### config.mk
export PLATFORM = sky130hd
export DESIGN_NAME = bct_top
export DESIGN_NICKNAME = d
export VERILOG_FILES = /design/src/include/bct_pkg.sv /design/src/bct_discard_timer.sv /design/src/bct_io_window.sv /design/src/bct_top.sv
export SDC_FILE = /design/constraint.sdc
export NUM_CORES = 1
export LEC_CHECK = 0
export ABC_AREA = 1
export BUFFER_PORTS_ARGS = -buffer_cell sky130_fd_sc_hd__buf_2
export CAP_MARGIN = 0
export CORE_UTILIZATION = 30
export DETAILED_ROUTE_END_ITERATION = 7
export GPL_ROUTABILITY_DRIVEN = 0
export PLACE_DENSITY = 0.59
export SYNTH_ARGS = -nofsm -noshare
export SYNTH_HDL_FRONTEND = slang
export SYNTH_SLANG_ARGS = --single-unit
### constraint.sdc
create_clock -name clk -period 1.5 [get_ports clk]
set_input_delay 0.3 -clock clk [delete_from_list [all_inputs] [get_ports clk]]
set_output_delay 0.3 -clock clk [all_outputs]
set_load 0.02 [all_outputs]
### src/include/bct_pkg.sv
// Package with register map, field positions and carrier types
package bct_pkg;
    localparam logic [7:0]  OFF_IO_TOP_HI   = 8'h32;
    localparam logic [7:0]  OFF_CAP_START   = 8'h34;
    localparam logic [7:0]  OFF_INT_SCRATCH = 8'h3c;
    localparam logic [7:0]  OFF_INT_PIN     = 8'h3d;
    localparam logic [7:0]  OFF_BRIDGE_EXT  = 8'h3e;
    localparam logic [15:0] RST_IO_TOP_HI   = 16'h0000;
    localparam logic [7:0]  CAP_START_VAL   = 8'h50;
    localparam logic [7:0]  RST_INT_SCRATCH = 8'hff;
    localparam logic [7:0]  INT_PIN_VAL     = 8'h00;
    localparam logic [15:0] RST_BRIDGE_EXT  = 16'h0000;
    localparam int          BIT_MSG_EN      = 11;
    localparam int          BIT_DISC_FLAG   = 10;
    localparam int          BIT_INTERVAL    = 9;
    localparam logic [19:0] IO_LOW_ONES     = 20'hfffff;
    localparam logic [19:0] IO_LOW_ZEROS    = 20'h00000;
    localparam int          LONG_EXP        = 15;
    localparam int          SHORT_EXP       = 10;
    localparam logic [15:0] LONG_COUNT      = 16'h8000;
    localparam logic [15:0] SHORT_COUNT     = 16'h0400;

    typedef struct packed {
        logic        wr;
        logic        rd;
        logic [7:0]  addr;
        logic [15:0] wdata;
        logic [1:0]  be;
    } bct_cfg_req_t;

    typedef struct packed {
        logic        msg_valid;
        logic        msg_fatal;
    } bct_err_msg_t;
endpackage : bct_pkg

### src/bct_discard_timer.sv
// Secondary discard timer for one pending delayed completion
`timescale 1ns/1ps
module bct_discard_timer
    import bct_pkg::*;
(
    input  wire logic clk,
    input  wire logic rst_n,
    input  wire logic at_head,
    input  wire logic repeated,
    input  wire logic short_sel,
    output logic      expired
);
    typedef struct packed {
        logic        run;
        logic [15:0] cnt;
        logic        expired;
    } bct_tmr_t;

    bct_tmr_t st;
    bct_tmr_t next_st;

    always_comb begin
        next_st = st;
        next_st.expired = 1'b0;
        if (!st.run) begin
            if (at_head) begin
                next_st.run = 1'b1;
                next_st.cnt = short_sel ? SHORT_COUNT : LONG_COUNT;
            end
        end else if (repeated) begin
            next_st.run = 1'b0;
        end else if (st.cnt == 16'h0001) begin
            next_st.run = 1'b0;
            next_st.expired = 1'b1;
        end else begin
            next_st.cnt = st.cnt - 16'h0001;
        end
    end

    always_ff @(posedge clk) begin
        if (!rst_n) begin
            st <= '0;
        end else begin
            st <= next_st;
        end
    end

    assign expired = st.expired;
endmodule : bct_discard_timer

### src/bct_io_window.sv
// Combinational I/O forwarding window compare
`timescale 1ns/1ps
module bct_io_window
    import bct_pkg::*;
(
    input  wire logic [15:0] base_high,
    input  wire logic [15:0] top_high,
    input  wire logic [31:0] io_addr,
    output logic             in_window
);
    logic [35:0] bottom;
    logic [35:0] top;

    always_comb begin
        bottom = {base_high, IO_LOW_ZEROS};
        top = {top_high, IO_LOW_ONES};
        in_window = ({4'h0, io_addr} >= bottom) && ({4'h0, io_addr} <= top);
    end
endmodule : bct_io_window

### src/bct_top.sv
// Bridge configuration header tail, offsets 32h to 3Eh
`timescale 1ns/1ps
//
// Contract
// - I/O is forwarded only up to the limit field with low bits all ones.
// - The window bottom uses the base field with low bits all zeros.
// - The capabilities pointer always reads 50h.
// - The interrupt line byte is plain storage resetting to FFh.
// - The interrupt pin byte reads 00h and ignores writes.
// - Secondary interrupts pass through to the primary side.
// - Bridge control bits 15:12 read zero and ignore writes.
// - With the enable set in conventional mode a discard sends a nonfatal or fatal message.
// - With the enable clear no message, unless AER is on and unmasked.
// - Severity is selectable only with AER; otherwise nonfatal.
// - The message enable applies only in conventional PCI mode.
// - The discard flag sets on a discard and stays until read-cleared.
// - The timer runs 2^15 clocks, or 2^10 with the select bit set.
// - The timer starts only when the completion reaches queue head.
module bct_top
    import bct_pkg::*;
#(
    parameter bit AER_PRESENT = 1'b1
)
(
    input  wire logic         clk,
    input  wire logic         rst_n,
    input  wire bct_cfg_req_t cfg_req,
    input  wire logic [15:0]  io_base_high,
    input  wire logic [31:0]  io_addr,
    input  wire logic         io_req,
    input  wire logic         compl_at_head,
    input  wire logic         master_repeated,
    input  wire logic         conventional_mode,
    input  wire logic         aer_discard_mask,
    input  wire logic         aer_discard_fatal,
    input  wire logic [3:0]   sec_int_n,
    output logic [15:0]       cfg_rdata,
    output logic              cfg_rvalid,
    output logic              io_forward,
    output bct_err_msg_t      err_msg,
    output logic              discard_event,
    output logic [3:0]        pri_int_n
);
    typedef struct packed {
        logic [15:0]  io_top_high;
        logic [7:0]   int_scratch;
        logic         msg_en;
        logic         disc_flag;
        logic         interval_sel;
        logic [15:0]  rdata;
        logic         rvalid;
        logic         fwd;
        bct_err_msg_t msg;
        logic         disc;
        logic [3:0]   sint_s1;
        logic [3:0]   sint_s2;
        logic [3:0]   pint;
    } bct_state_t;

    bct_state_t st;
    bct_state_t next_st;
    logic       expired;
    logic       in_window;

    function automatic logic [15:0] merge_be(input logic [15:0] old_v,
                                             input logic [15:0] new_v,
                                             input logic [1:0]  be);
        merge_be = {be[1] ? new_v[15:8] : old_v[15:8],
                    be[0] ? new_v[7:0]  : old_v[7:0]};
    endfunction : merge_be

    bct_discard_timer u_timer (
        .clk       (clk),
        .rst_n     (rst_n),
        .at_head   (compl_at_head),
        .repeated  (master_repeated),
        .short_sel (st.interval_sel),
        .expired   (expired)
    );

    bct_io_window u_window (
        .base_high (io_base_high),
        .top_high  (st.io_top_high),
        .io_addr   (io_addr),
        .in_window (in_window)
    );

    always_comb begin
        logic [15:0] ctl;
        logic        send;
        ctl = 16'h0000;
        send = 1'b0;
        next_st = st;
        next_st.rvalid = 1'b0;
        next_st.msg = '0;
        next_st.disc = expired;
        next_st.fwd = io_req && in_window;
        next_st.sint_s1 = sec_int_n;
        next_st.sint_s2 = st.sint_s1;
        next_st.pint = st.sint_s2;
        if (cfg_req.wr) begin
            case (cfg_req.addr)
                OFF_IO_TOP_HI: begin
                    next_st.io_top_high = merge_be(st.io_top_high,
                        cfg_req.wdata, cfg_req.be);
                end
                OFF_INT_SCRATCH: begin
                    if (cfg_req.be[0]) begin
                        next_st.int_scratch = cfg_req.wdata[7:0];
                    end
                end
                OFF_BRIDGE_EXT: begin
                    if (cfg_req.be[1]) begin
                        next_st.msg_en = cfg_req.wdata[BIT_MSG_EN];
                        next_st.interval_sel = cfg_req.wdata[BIT_INTERVAL];
                    end
                end
                // Capability and pin bytes are hardwired
                default: begin
                end
            endcase
        end
        ctl[BIT_MSG_EN] = st.msg_en;
        ctl[BIT_DISC_FLAG] = st.disc_flag;
        ctl[BIT_INTERVAL] = st.interval_sel;
        if (cfg_req.rd) begin
            next_st.rvalid = 1'b1;
            case (cfg_req.addr)
                OFF_IO_TOP_HI:   next_st.rdata = st.io_top_high;
                OFF_CAP_START:   next_st.rdata = {8'h00, CAP_START_VAL};
                OFF_INT_SCRATCH: next_st.rdata = {INT_PIN_VAL,
                                                  st.int_scratch};
                OFF_INT_PIN:     next_st.rdata = {8'h00, INT_PIN_VAL};
                OFF_BRIDGE_EXT:  next_st.rdata = ctl;
                default:         next_st.rdata = 16'h0000;
            endcase
            // Read clears the flag only for the high byte lane
            if (cfg_req.addr == OFF_BRIDGE_EXT && cfg_req.be[1]) begin
                next_st.disc_flag = 1'b0;
            end
        end
        // Set beats a same-cycle clear
        if (expired) begin
            next_st.disc_flag = 1'b1;
        end
        if (expired && conventional_mode) begin
            send = st.msg_en;
        end
        if (expired && AER_PRESENT && !aer_discard_mask) begin
            send = 1'b1;
        end
        next_st.msg.msg_valid = send;
        next_st.msg.msg_fatal = send && AER_PRESENT && aer_discard_fatal;
    end

    always_ff @(posedge clk) begin
        if (!rst_n) begin
            st <= '0;
            st.io_top_high <= RST_IO_TOP_HI;
            st.int_scratch <= RST_INT_SCRATCH;
            st.sint_s1 <= 4'hf;
            st.sint_s2 <= 4'hf;
            st.pint <= 4'hf;
        end else begin
            st <= next_st;
        end
    end

    assign cfg_rdata = st.rdata;
    assign cfg_rvalid = st.rvalid;
    assign io_forward = st.fwd;
    assign err_msg = st.msg;
    assign discard_event = st.disc;
    assign pri_int_n = st.pint;
endmodule : bct_top

# == Word-level counts from Yosys, hierarchy flattened ==
# Index checks and enable logic that the tools add are counted.
# totals
reg_bits,78
in_bits,88
out_inout_bits,25
wordCells,62
# op_classes
addsub,1
n_lt_le_gt_ge,2
n_eq_ne,7
mux,15
bitwise,2
n_reduce_logical,17
# op_table
op,count
$pmux 16 s4,1
$mux 17,3
$ge 32x36->1,1
$le 32x36->1,1
$eq 8x6->1 const B,4
$mux 16,2
$eq 16x1->1 const B,1
$sub 16x1->16 const B,1
$reduce_and 3->1,5
$mux 1,9
$logic_and 1x1->1,6
$reduce_bool 2->1,3
$ne 2x2->1 const B,2
$reduce_or 3->1,1
$not 1->1,2
$reduce_and 2->1,1
$logic_not 1->1,1

# == Logic depth before layout (Yosys ltp) ==
# Gate-level depths: netlist of run 1.
# depth
word_depth,5
depth_mapped,13
mapped_depth_nobuf,13

# == Modules after synthesis ==
# From an unflattened synthesis of run 1, not the netlist that was laid out.
# hier_totals
cells_unflattened,655
hier_area_um2,4515.6
# by_module_without_submodules
mod,instances,cells_per_inst,area_each_um2,seq_area_each_um2
bct_top,1,312,2508.7,1201.2
bct_discard_timer,1,173,1092.3,360.3
bct_io_window,1,170,914.6,0.0

# == Worst setup path after synthesis of run 1 ==
# Ideal clock, no wire load.
# synth_timing
path_type,register to register
from,register u_timer.st[2] (netlist name)
to,register u_timer.st[11] (netlist name)
setup_ps,122
arrival_time_ps,1256
t_required_ps,1378
path_slack_ps,122
path_stages_with_launch,14
path_buffers,1
synth_period_minus_slack_ps,1378
cell_sequence,dfxtp_1 -> inv_1 -> ha_1 -> inv_1 -> nor2_1 -> nand2_1 -> nor2_1 -> nand2_1 -> nand2_2 -> buf_4 -> nand2_1 -> nand2_1 -> nand3_1 -> o21ai_0
# synth_via
elab_chain_cells,4
word_cells_on_any_way,7
cone_classes,add/sub (1); eq/ne (2); mux (3); reduce/logical (1)
# synth_lines
element,line,rtl
start: declaration,bct_discard_timer.sv:19,bct_tmr_t st;
start signal: assignment,bct_discard_timer.sv:44,st <= next_st;
$sub 16x1->16,bct_discard_timer.sv:36,next_st.cnt = st.cnt - 16'h0001;
$mux 16,bct_discard_timer.sv:32,end else if (st.cnt == 16'h0001) begin
$mux 17,bct_discard_timer.sv:30,end else if (repeated) begin
$mux 17,bct_discard_timer.sv:25,if (!st.run) begin
# Several ways; a longest one is shown, not always the timed one. The select of a mux whose other input is x is not followed.
# A chain may end at the register's enable or synchronous reset.

# == Worst setup path after layout of run 1 ==
# layout_timing
from,register u_timer.st[17] (netlist name)
to,register u_timer.st[2] (netlist name)
# layout_via
elab_chain_cells,2
word_cells_on_any_way,5
cone_classes,eq/ne (2); mux (1); reduce/logical (2)
# layout_lines
element
$ne 2x2->1 (no line) / $reduce_bool 2->1 (equally long branches)
$reduce_and 3->1 (no line)
# Several ways; a longest one is shown, not always the timed one.

==> impl_metrics.toml, run 1 <==
[critical_path]
cp_max_fo = 6
required_ns = 1.76
critical_path.max_stage_delay_ns = 0.33
crit_chain = "inv_1 > nand2_1 > inv_1 > nor2_1 > nand3_1 > o21ai_1"
crit_top_cell = "inv_1"
startpoint_type = "flop"
arrival_ns = 1.72
endpoint_kind = "flop"
criticalPathCategory = "reg -> reg"
rr_startpoint = "u_timer.st[17]"
rr_endpoint = "u_timer.st[2]"
r2r_slack_ns = 0.04
cpMaxStageDelayCell = "dfxtp_1"
reg2regPathDepth = 6

[final_layout]
n_antenna_cell = 0
nNetsFinal = 837
fin_area_um2 = 5490
drive_gt1_share_pct = 32.3
syn_to_final_growth_pct = 30.8
fillers = 1441

[synth]
synth_seq_cells = 78
synth_top_area_share_pct = 37.2
netlist_area_um2 = 4200
syn_area_per_cell_um2 = 7.01
async_reset_ff_share_pct = 0
synth_cells = 599
ys_warn_count = 0
ys_seq_area_share_pct = 37.2
synth_common_cells = "nand2_1 (146), dfxtp_1 (78), nor2_1 (67)"
synth_most_common_cell = "nand2_1"
ys_top_cells_by_area = "dfxtp_1 (37%), nand2_1 (13%), ha_1 (7.7%)"
synth_top_area_cell = "dfxtp_1"
synth_nets = 713
synth_edf_count = 0
synth_flop_cell = "dfxtp_1"
ys_types = 36

[die]
row_count = 42
ioPinCount = 113
fp.dieW_um = 120
start_util_pct = 31.2
die_y_um = 120
core_area_um2 = 13500
die-area_um2 = 14500

[clock_network]
clock_latency_ns = 0.34
cts-buffers-inserted = 9
cts.sinks = 78
cts_tree = "built"
cts_root_buf = "clkbuf_16"
clockBufferDepth = 2
clkTransAtPathRegs_ns = 0.06
htree_num_levels = 3

[timing]
drv_slew = 0
period_share_pct = 97.1
fin_hold_ws_ns = 0.147
finalHoldViolCount = 0
layout_min_cycle_time_ns = 1.46
rsz0062_at_grt = "true"
relSlewSlack_pct = 72.8
fmax_mhz = 686
clock_skew_ns = 0.00485
worst_slew_pin_slew_ns = 0.407
setup_viol = 0

[routing]
ant_nets = 0
avgRoutedWirePerCell_um = 12.1
routed_wl_um = 10900
vias_per_cell = 4.46
drt_iter0_markers = 154
drtPass1Iterations = 4
num_vias = 4032
drc = 0

[grt]
grt_overflow = 0
first_global_vias = 3926
grt_max_degree = 19
antenna_found_initial = 0
grt_pass1_wl_um = 18400
grt.total_usage_pct = 16.1

[place]
postPlaceCellArea_um2 = 5010
place_hpwl_um = 8630
portBuffers = 112

[hold_path]
hp-start = "sec_int_n[3]"
whs_path_depth = 2
min_path_type = "in -> reg"
holdPathEnd = "next_st[7]"

[power]
powerDensity_nw_per_um2 = 916
total_power_mw = 5.03
ir_drop_v = 0.000520
p_leak_nw = 2.61

[run]
cap_viol_max_count = 0

[run_status]
status = "completed"
-- worst max-delay path: cells and delay by family, from the launching register on --
family	cells	cell delay (ns)
flip-flops	1	0.33
buffers and inverters	2	0.25
AND/OR/NAND/NOR	3	0.72
AO/OA/AOI/OAI	1	0.09
-- registers in the layout, summed over array words and instances, names as in the netlist --
signal and cells:
st 27, u_timer.st 17, cfg_rdata 16, next_st 8, pri_int_n 4, err_msg 2, cfg_rvalid 1, discard_event 1
io_forward 1, u_timer.expired 1
-- cells by family after synthesis --
family | count (synthesis) | synth area share, %
AOI/OAI and AO/OA | 93 | 11.7
xor gates and xnor gates | 1 | 0.209
adders and majority gates | 26 | 7.75
buffers and inverters | 101 | 11.7
DFF | 78 | 37.2
and+or+nand+nor | 300 | 31.5
-- report_power, final --
| part | internal, mW | switching (mW) | leakage, nW | total [mW] |
|---|---|---|---|---|
| Clock | 1.22 | 0.868 | 0.139 | 2.09 |
| Sequential | 2.12 | 0.0234 | 0.636 | 2.14 |
| Combinational | 0.344 | 0.459 | 1.83 | 0.804 |
-- cell usage in the layout (no fill, tap or decap), drive strengths merged --
master / Yosys / routed
nor3: 7 / 7
nor3b: 1 / 1
xor2: 1 / 1
inv: 60 / 61
nand3b: 1 / 1
o22ai: 1 / 1
ha: 26 / 26
clkbuf: 10 / 12
nand3: 50 / 50
o21ai: 33 / 33
o21bai: 2 / 2
a21oi: 54 / 54
nor4: 2 / 2
clkinv: 2 / 4
a22oi: 1 / 1
dfxtp: 78 / 78
nand4: 5 / 5
or2: 13 / 13
and2: 2 / 2
nor2: 67 / 67
buf: 29 / 151
o21a: 2 / 2
clkinvlp: 0 / 1
nand2: 152 / 153
-- cell type report --
| cell class | instances | area [µm²] | share of cell area [%] |
|---|---|---|---|
| timing repair buffer | 151 | 857 | 15.6 |
| clock inverter | 4 | 30.0 | 0.547 |
| inverter | 62 | 234 | 4.26 |
| multi-input combinational | 421 | 2330 | 42.4 |
| tap | 176 | 220 | 4.01 |
| clock buffer | 12 | 256 | 4.67 |
| sequential | 78 | 1570 | 28.5 |
-- metal layers --
metal  vias to the layer above  global-route usage [%]  wire, µm
met3                        11                    3.02       350
met4                         0                    4.78       138
met5                         -                       0         0
li1                       2159                       -         -
met1                      1794                    21.2      5400
met2                        68                    26.5      5050
-- worst max path at each step --
stage	startpoint	end	slack, ns	cells after the start
after floorplan	u_timer.st[2]	u_timer.st[11]	0.12	13
after global placement	u_timer.st[2]	u_timer.st[2]	-0.09	11
after detailed placement	u_timer.st[2]	u_timer.st[2]	-0.10	11
after CTS	u_timer.st[1]	u_timer.st[15]	0.01	10
after global routing	u_timer.st[2]	u_timer.st[13]	-0.11	13
final	u_timer.st[17]	u_timer.st[2]	0.04	6
-- metrics by stage --
stage	setup slack [ns]	cells	utilization [%]	setup TNS (ns)
after floorplan	0.122	599	-	0
after global placement	-0.0930	886	37.2	-0.293
after detailed placement	-0.102	886	37.2	-0.413
after CTS	0.0112	902	39.5	0
after global routing	-0.114	904	40.8	-0.942
final	0.0430	904	40.8	0
-- repair_timing --
item | in CTS | in global routing
pin swaps | 0 | 11
setup buffers | 0 | 1
resized for setup | 8 | 42
endpoints found under the setup margin | 8 | 19
hold buffers | 0 | 0
gates cloned | 0 | 1
(Power assumes the default switching activity.)
==> run 2, diff against run 1 <==
--- a/config.mk
+++ b/config.mk
@@ -6,7 +6,7 @@
 export NUM_CORES = 1
 export LEC_CHECK = 0
 export ABC_AREA = 1
-export BUFFER_PORTS_ARGS = -buffer_cell sky130_fd_sc_hd__buf_2
+export BUFFER_PORTS_ARGS = -buffer_cell sky130_fd_sc_hd__buf_4
 export CAP_MARGIN = 0
 export CORE_UTILIZATION = 30
 export DETAILED_ROUTE_END_ITERATION = 7
==> constraint.sdc (replaced) <==
create_clock -name clk -period 1.5 [get_ports clk]
set_input_delay 0.225 -clock clk [delete_from_list [all_inputs] [get_ports clk]]
set_output_delay 0.225 -clock clk [all_outputs]
set_load 0.02 [all_outputs]
==> impl_metrics.toml, run 2 (synthesis results as in run 1) <==
[grt]
antenna_found_initial = 0
grt_pass1_wl_um = 18200
grt_max_degree = 29
grt.total_usage_pct = 15.7
first_global_vias = 4013
grt_overflow = 0

[run_status]
status = "completed"

[die]
die_y_um = 120
ioPinCount = 113
row_count = 42
core_area_um2 = 13500
fp.dieW_um = 120
die-area_um2 = 14500
start_util_pct = 31.2

[clock_network]
htree_num_levels = 3
clock_latency_ns = 0.33
clkTransAtPathRegs_ns = 0.06
hold_buffers = 0
cts_tree = "built"
cts_setup_buffers = 0
cts-buffers-inserted = 9
cts_root_buf = "clkbuf_16"
clockBufferDepth = 2
cts.sinks = 78

[critical_path]
arrival_ns = 1.72
required_ns = 1.72
cpMaxStageDelayCell = "dfxtp_2"
critical_path.max_stage_delay_ns = 0.32
endpoint_kind = "flop"
cp_max_fo = 8
startpoint_type = "flop"
crit_chain = "inv_2 > ha_4 > inv_2 > nor2_2 > nand2_1 > nor2_2 > nand2_2 > nand2_4 > nand2_8 > nand2_4 > nand2_2 > nand2_1 > nor2_1"
criticalPathCategory = "reg -> reg"

[final_layout]
nNetsFinal = 823
drive_gt1_share_pct = 32.3
layoutNonFillerInstCount = 888
layout_commonest_cell = "nand2_1"
mostFrequentLayoutCells = "nand2_1 (141), buf_4 (134), dfxtp_1 (73)"
largest_register_ffs = 27
top_register = "st"
n_antenna_cell = 0
syn_to_final_growth_pct = 36.2

[routing]
drt_iter0_markers = 241
drtPass1Iterations = 5
ant_nets = 0
vias_per_cell = 4.67
avgRoutedWirePerCell_um = 12.7
num_vias = 4151
routed_wl_um = 11300
drc = 0

[timing]
fin_hold_ws_ns = 0.0781
finalHoldViolCount = 0
layout_min_cycle_time_ns = 1.49
clock_skew_ns = 0.00656
rsz0062_at_grt = "true"
relSlewSlack_pct = 72.7
setup_viol = 0
worst_slew_pin_slew_ns = 0.408
drv_slew = 0
period_share_pct = 99.6
fmax_mhz = 669

[run]
cap_viol_max_count = 0

[hold_path]
min_path_type = "in -> reg"

[place]
portBuffers = 112
place_hpwl_um = 8820
place_inst = 873

[power]
ir_drop_v = 0.000502
p_leak_nw = 2.63
powerDensity_nw_per_um2 = 894
[run 2: changes by cell type in the layout (fill, tap and decap cells not counted), moves of 3 or more]
cell / previous run / this run
buf_2: 112 / 0
buf_4: 38 / 134
nand3_1: 46 / 42
nand3_2: 4 / 7
nor2_1: 56 / 53
[run 2: final cells by class]
class | instances | area (µm²)
clock inverter | 4 | 48.8
timing repair buffer | 137 | 1040
inverter | 62 | 234
fill | 1405 | 7730
sequential | 78 | 1570
multi-input combinational | 421 | 2380
clock buffer | 10 | 229
tap | 176 | 220
[run 2: timing repair]
action	in CTS	in global routing
gates resized for setup	2	65
setup endpoints to repair	7	19
cloned	0	1
pin swaps	0	14
[run 2: report_power, final]
group          internal [mW]  total, mW  switching [mW]
Clock                   1.27       2.09           0.817
Combinational          0.401      0.880           0.479
Sequential              2.12       2.15          0.0288
[run 2: metrics by stage]
stage	util (%)	area (µm²)	power, mW	setup TNS (ns)	worst slack (ns)
after floorplan	-	4200	2.62	0	0.122
after global placement	38.6	5190	2.96	-0.00230	-0.00230
after detailed placement	38.6	5190	2.97	-0.259	-0.0617
after CTS	40.7	5480	5.08	0	0.0167
after global routing	42.5	5720	5.36	-0.952	-0.110
final	42.5	5720	5.12	0	0.00627
[run 2: layer usage]
metal,track usage (%),wire (µm),part of all wire (%),vias to the layer above
met1,19.4,5200,46,1905
met4,5.63,266,2.4,0
met2,27.2,5430,48,94
met3,3.07,413,3.7,21
li1,-,-,-,2131
met5,0,0,0,-
[run 2: worst paths after layout]
kind,startpoint,endpoint,slack (ns),cells after the start
worst max-delay path,u_timer.st[2],u_timer.st[8],0.006,13
worst max register to register,u_timer.st[2],u_timer.st[8],0.006,13
worst min-delay path,sec_int_n[1],next_st[5],0.08,2
worst min register to register,next_st[6],next_st[2],0.41,1
[run 2: critical path: cells and delay by family (launching register included)]
kind | cells | cell delay (ns)
DFF | 1 | 0.32
and+or+nand+nor | 10 | 0.85
buffers and inverters | 2 | 0.10
adders and majority gates | 1 | 0.12
==> run 3, diff against run 2 <==
--- a/config.mk
+++ b/config.mk
@@ -12,6 +12,7 @@
 export DETAILED_ROUTE_END_ITERATION = 7
 export GPL_ROUTABILITY_DRIVEN = 0
 export PLACE_DENSITY = 0.59
+export RECOVER_POWER = 25
 export SYNTH_ARGS = -nofsm -noshare
 export SYNTH_HDL_FRONTEND = slang
 export SYNTH_SLANG_ARGS = --single-unit
==> impl_metrics.toml, run 3 (synthesis results as in run 1) <==
[final_layout]
top_register = "st"
seq_area_um2 = 1570
fillers = 1410
n_antenna_cell = 0
layout_commonest_cell = "nand2_1"
syn_to_final_growth_pct = 35.8
multi_input_area_um2 = 2370
mostFrequentLayoutCells = "nand2_1 (141), buf_4 (130), dfxtp_1 (73)"
drive_gt1_share_pct = 32.2
fin_area_um2 = 5700
fin_util_pct = 42.4
largest_register_ffs = 27
nNetsFinal = 823

[place]
portBuffers = 112
place_hpwl_um = 8820
postPlaceCellArea_um2 = 5190
dp_worst_setup_slack_ns = -0.0617

[routing]
wl_met1_um = 5220
vias_per_cell = 4.67
drt_iter0_markers = 226
ant_nets = 0
drc = 0
avgRoutedWirePerCell_um = 12.8
routed.top_layer = "met4"
routed_wl_um = 11300
wl_met3_um = 413
route.met2.wl_um = 5420
num_vias = 4149
drtPass1Iterations = 7

[clock_network]
clock_latency_ns = 0.33
cts_tree = "built"
cts.sinks = 78
cts_root_buf = "clkbuf_16"
clkTransAtPathRegs_ns = 0.06
clockBufferDepth = 2
cts_setup_buffers = 0
cts-buffers-inserted = 9
htree_num_levels = 3

[grt]
grt.total_usage_pct = 15.7
antenna_found_initial = 0
grt_pass1_wl_um = 18200
grt_overflow = 0
grt_max_degree = 29
first_global_vias = 4013

[timing]
relSlewSlack_pct = 58.3
layout_min_cycle_time_ns = 1.51
setup-tns-final_ns = -0.00749
finalHoldViolCount = 0
setup_viol = 1
fin_hold_ws_ns = 0.0785
fmax_mhz = 663
worst_slew_pin_slew_ns = 0.622
layout_setup_ws_ns = -0.00749
clock_skew_ns = 0.00633
rsz0062_at_grt = "true"
period_share_pct = 100
drv_slew = 0

[run_status]
status = "finished, violations left"
violations = "setup timing"

[die]
die_y_um = 120
start_util_pct = 31.2
ioPinCount = 113
die-area_um2 = 14500
fp.dieW_um = 120
core_area_um2 = 13500
row_count = 42

[power]
ir_drop_v = 0.000502
p_leak_nw = 2.62
powerDensity_nw_per_um2 = 896
p_switching_mw = 1.32
internal-power_mw = 3.79
p_comb_share_pct = 17.2
p_seq_share_pct = 42.0
power_switching_share_pct = 25.9
clockPowerShare_pct = 40.8

[critical_path]
endpoint_kind = "flop"
cp_max_fo = 6
criticalPathCategory = "reg -> reg"
arrival_ns = 1.73
required_ns = 1.72
startpoint_type = "flop"

[run]
cap_viol_max_count = 0

[hold_path]
min_path_type = "in -> reg"
==> run 3: cell types whose count changed in the layout (fill, tap and decap cells not counted), sizes merged <==
cell / previous run / this run
clkbuf: 10 / 14
buf: 137 / 133
==> run 3: worst paths after layout <==
path                                     from       endpoint  slack [ns]  cells after the start
worst max-delay path            u_timer.st[2]  u_timer.st[7]      -0.007                     12
worst min-delay path             sec_int_n[1]     next_st[5]        0.08                      2
worst max register to register  u_timer.st[2]  u_timer.st[7]      -0.007                     12
worst min register to register     next_st[6]     next_st[2]        0.41                      1
==> run 3: timing repair <==
item                                    in CTS  in global routing
hold buffers                                 0                  0
cloned                                       0                  1
endpoints found under the setup margin       7                 19
pin swaps                                    0                 14
resized for setup                            2                 65
==> run 3: power groups by stage <==
stage	Sequential, mW	Clock [mW]	Combinational (mW)
6_report	2.15	2.09	0.877
5_1_grt	2.15	2.22	0.982
4_1_cts	2.15	2.14	0.791
3_5_place_dp	2.19	0	0.785
3_3_place_gp	2.19	0	0.767
2_1_floorplan	2.19	0	0.427
==> run 3: critical path, cell delays in order, from the launching register on <==
cell     delay [ns]
dfxtp_2        0.32
inv_2          0.07
ha_4           0.12
inv_2          0.03
nor2_2         0.08
nand2_1        0.08
nor2_2         0.14
nand2_2        0.10
nand2_4        0.16
buf_6          0.14
o22ai_2        0.05
nand2_1        0.07
nor2_1         0.05
==> run 3: layer usage <==
metal / up-vias / track usage (%)
li1: 2129 / -
met1: 1904 / 19.4
met2: 93 / 27.2
met3: 23 / 3.07
met4: 0 / 5.63
met5: - / 0
==> run 3: final cells by class <==
type / count / share of cell area (%)
clock buffer: 10 / 4.02
clock inverter: 4 / 0.856
inverter: 62 / 4.10
multi-input combinational: 421 / 41.6
sequential: 78 / 27.5
tap: 176 / 3.86
timing repair buffer: 137 / 18.0
==> run 3: through the flow <==
step | cells | power, mW
floorplan | 599 | 2.62
global placement | 873 | 2.96
detailed placement | 873 | 2.97
CTS | 887 | 5.08
global route | 888 | 5.35
finish | 888 | 5.11
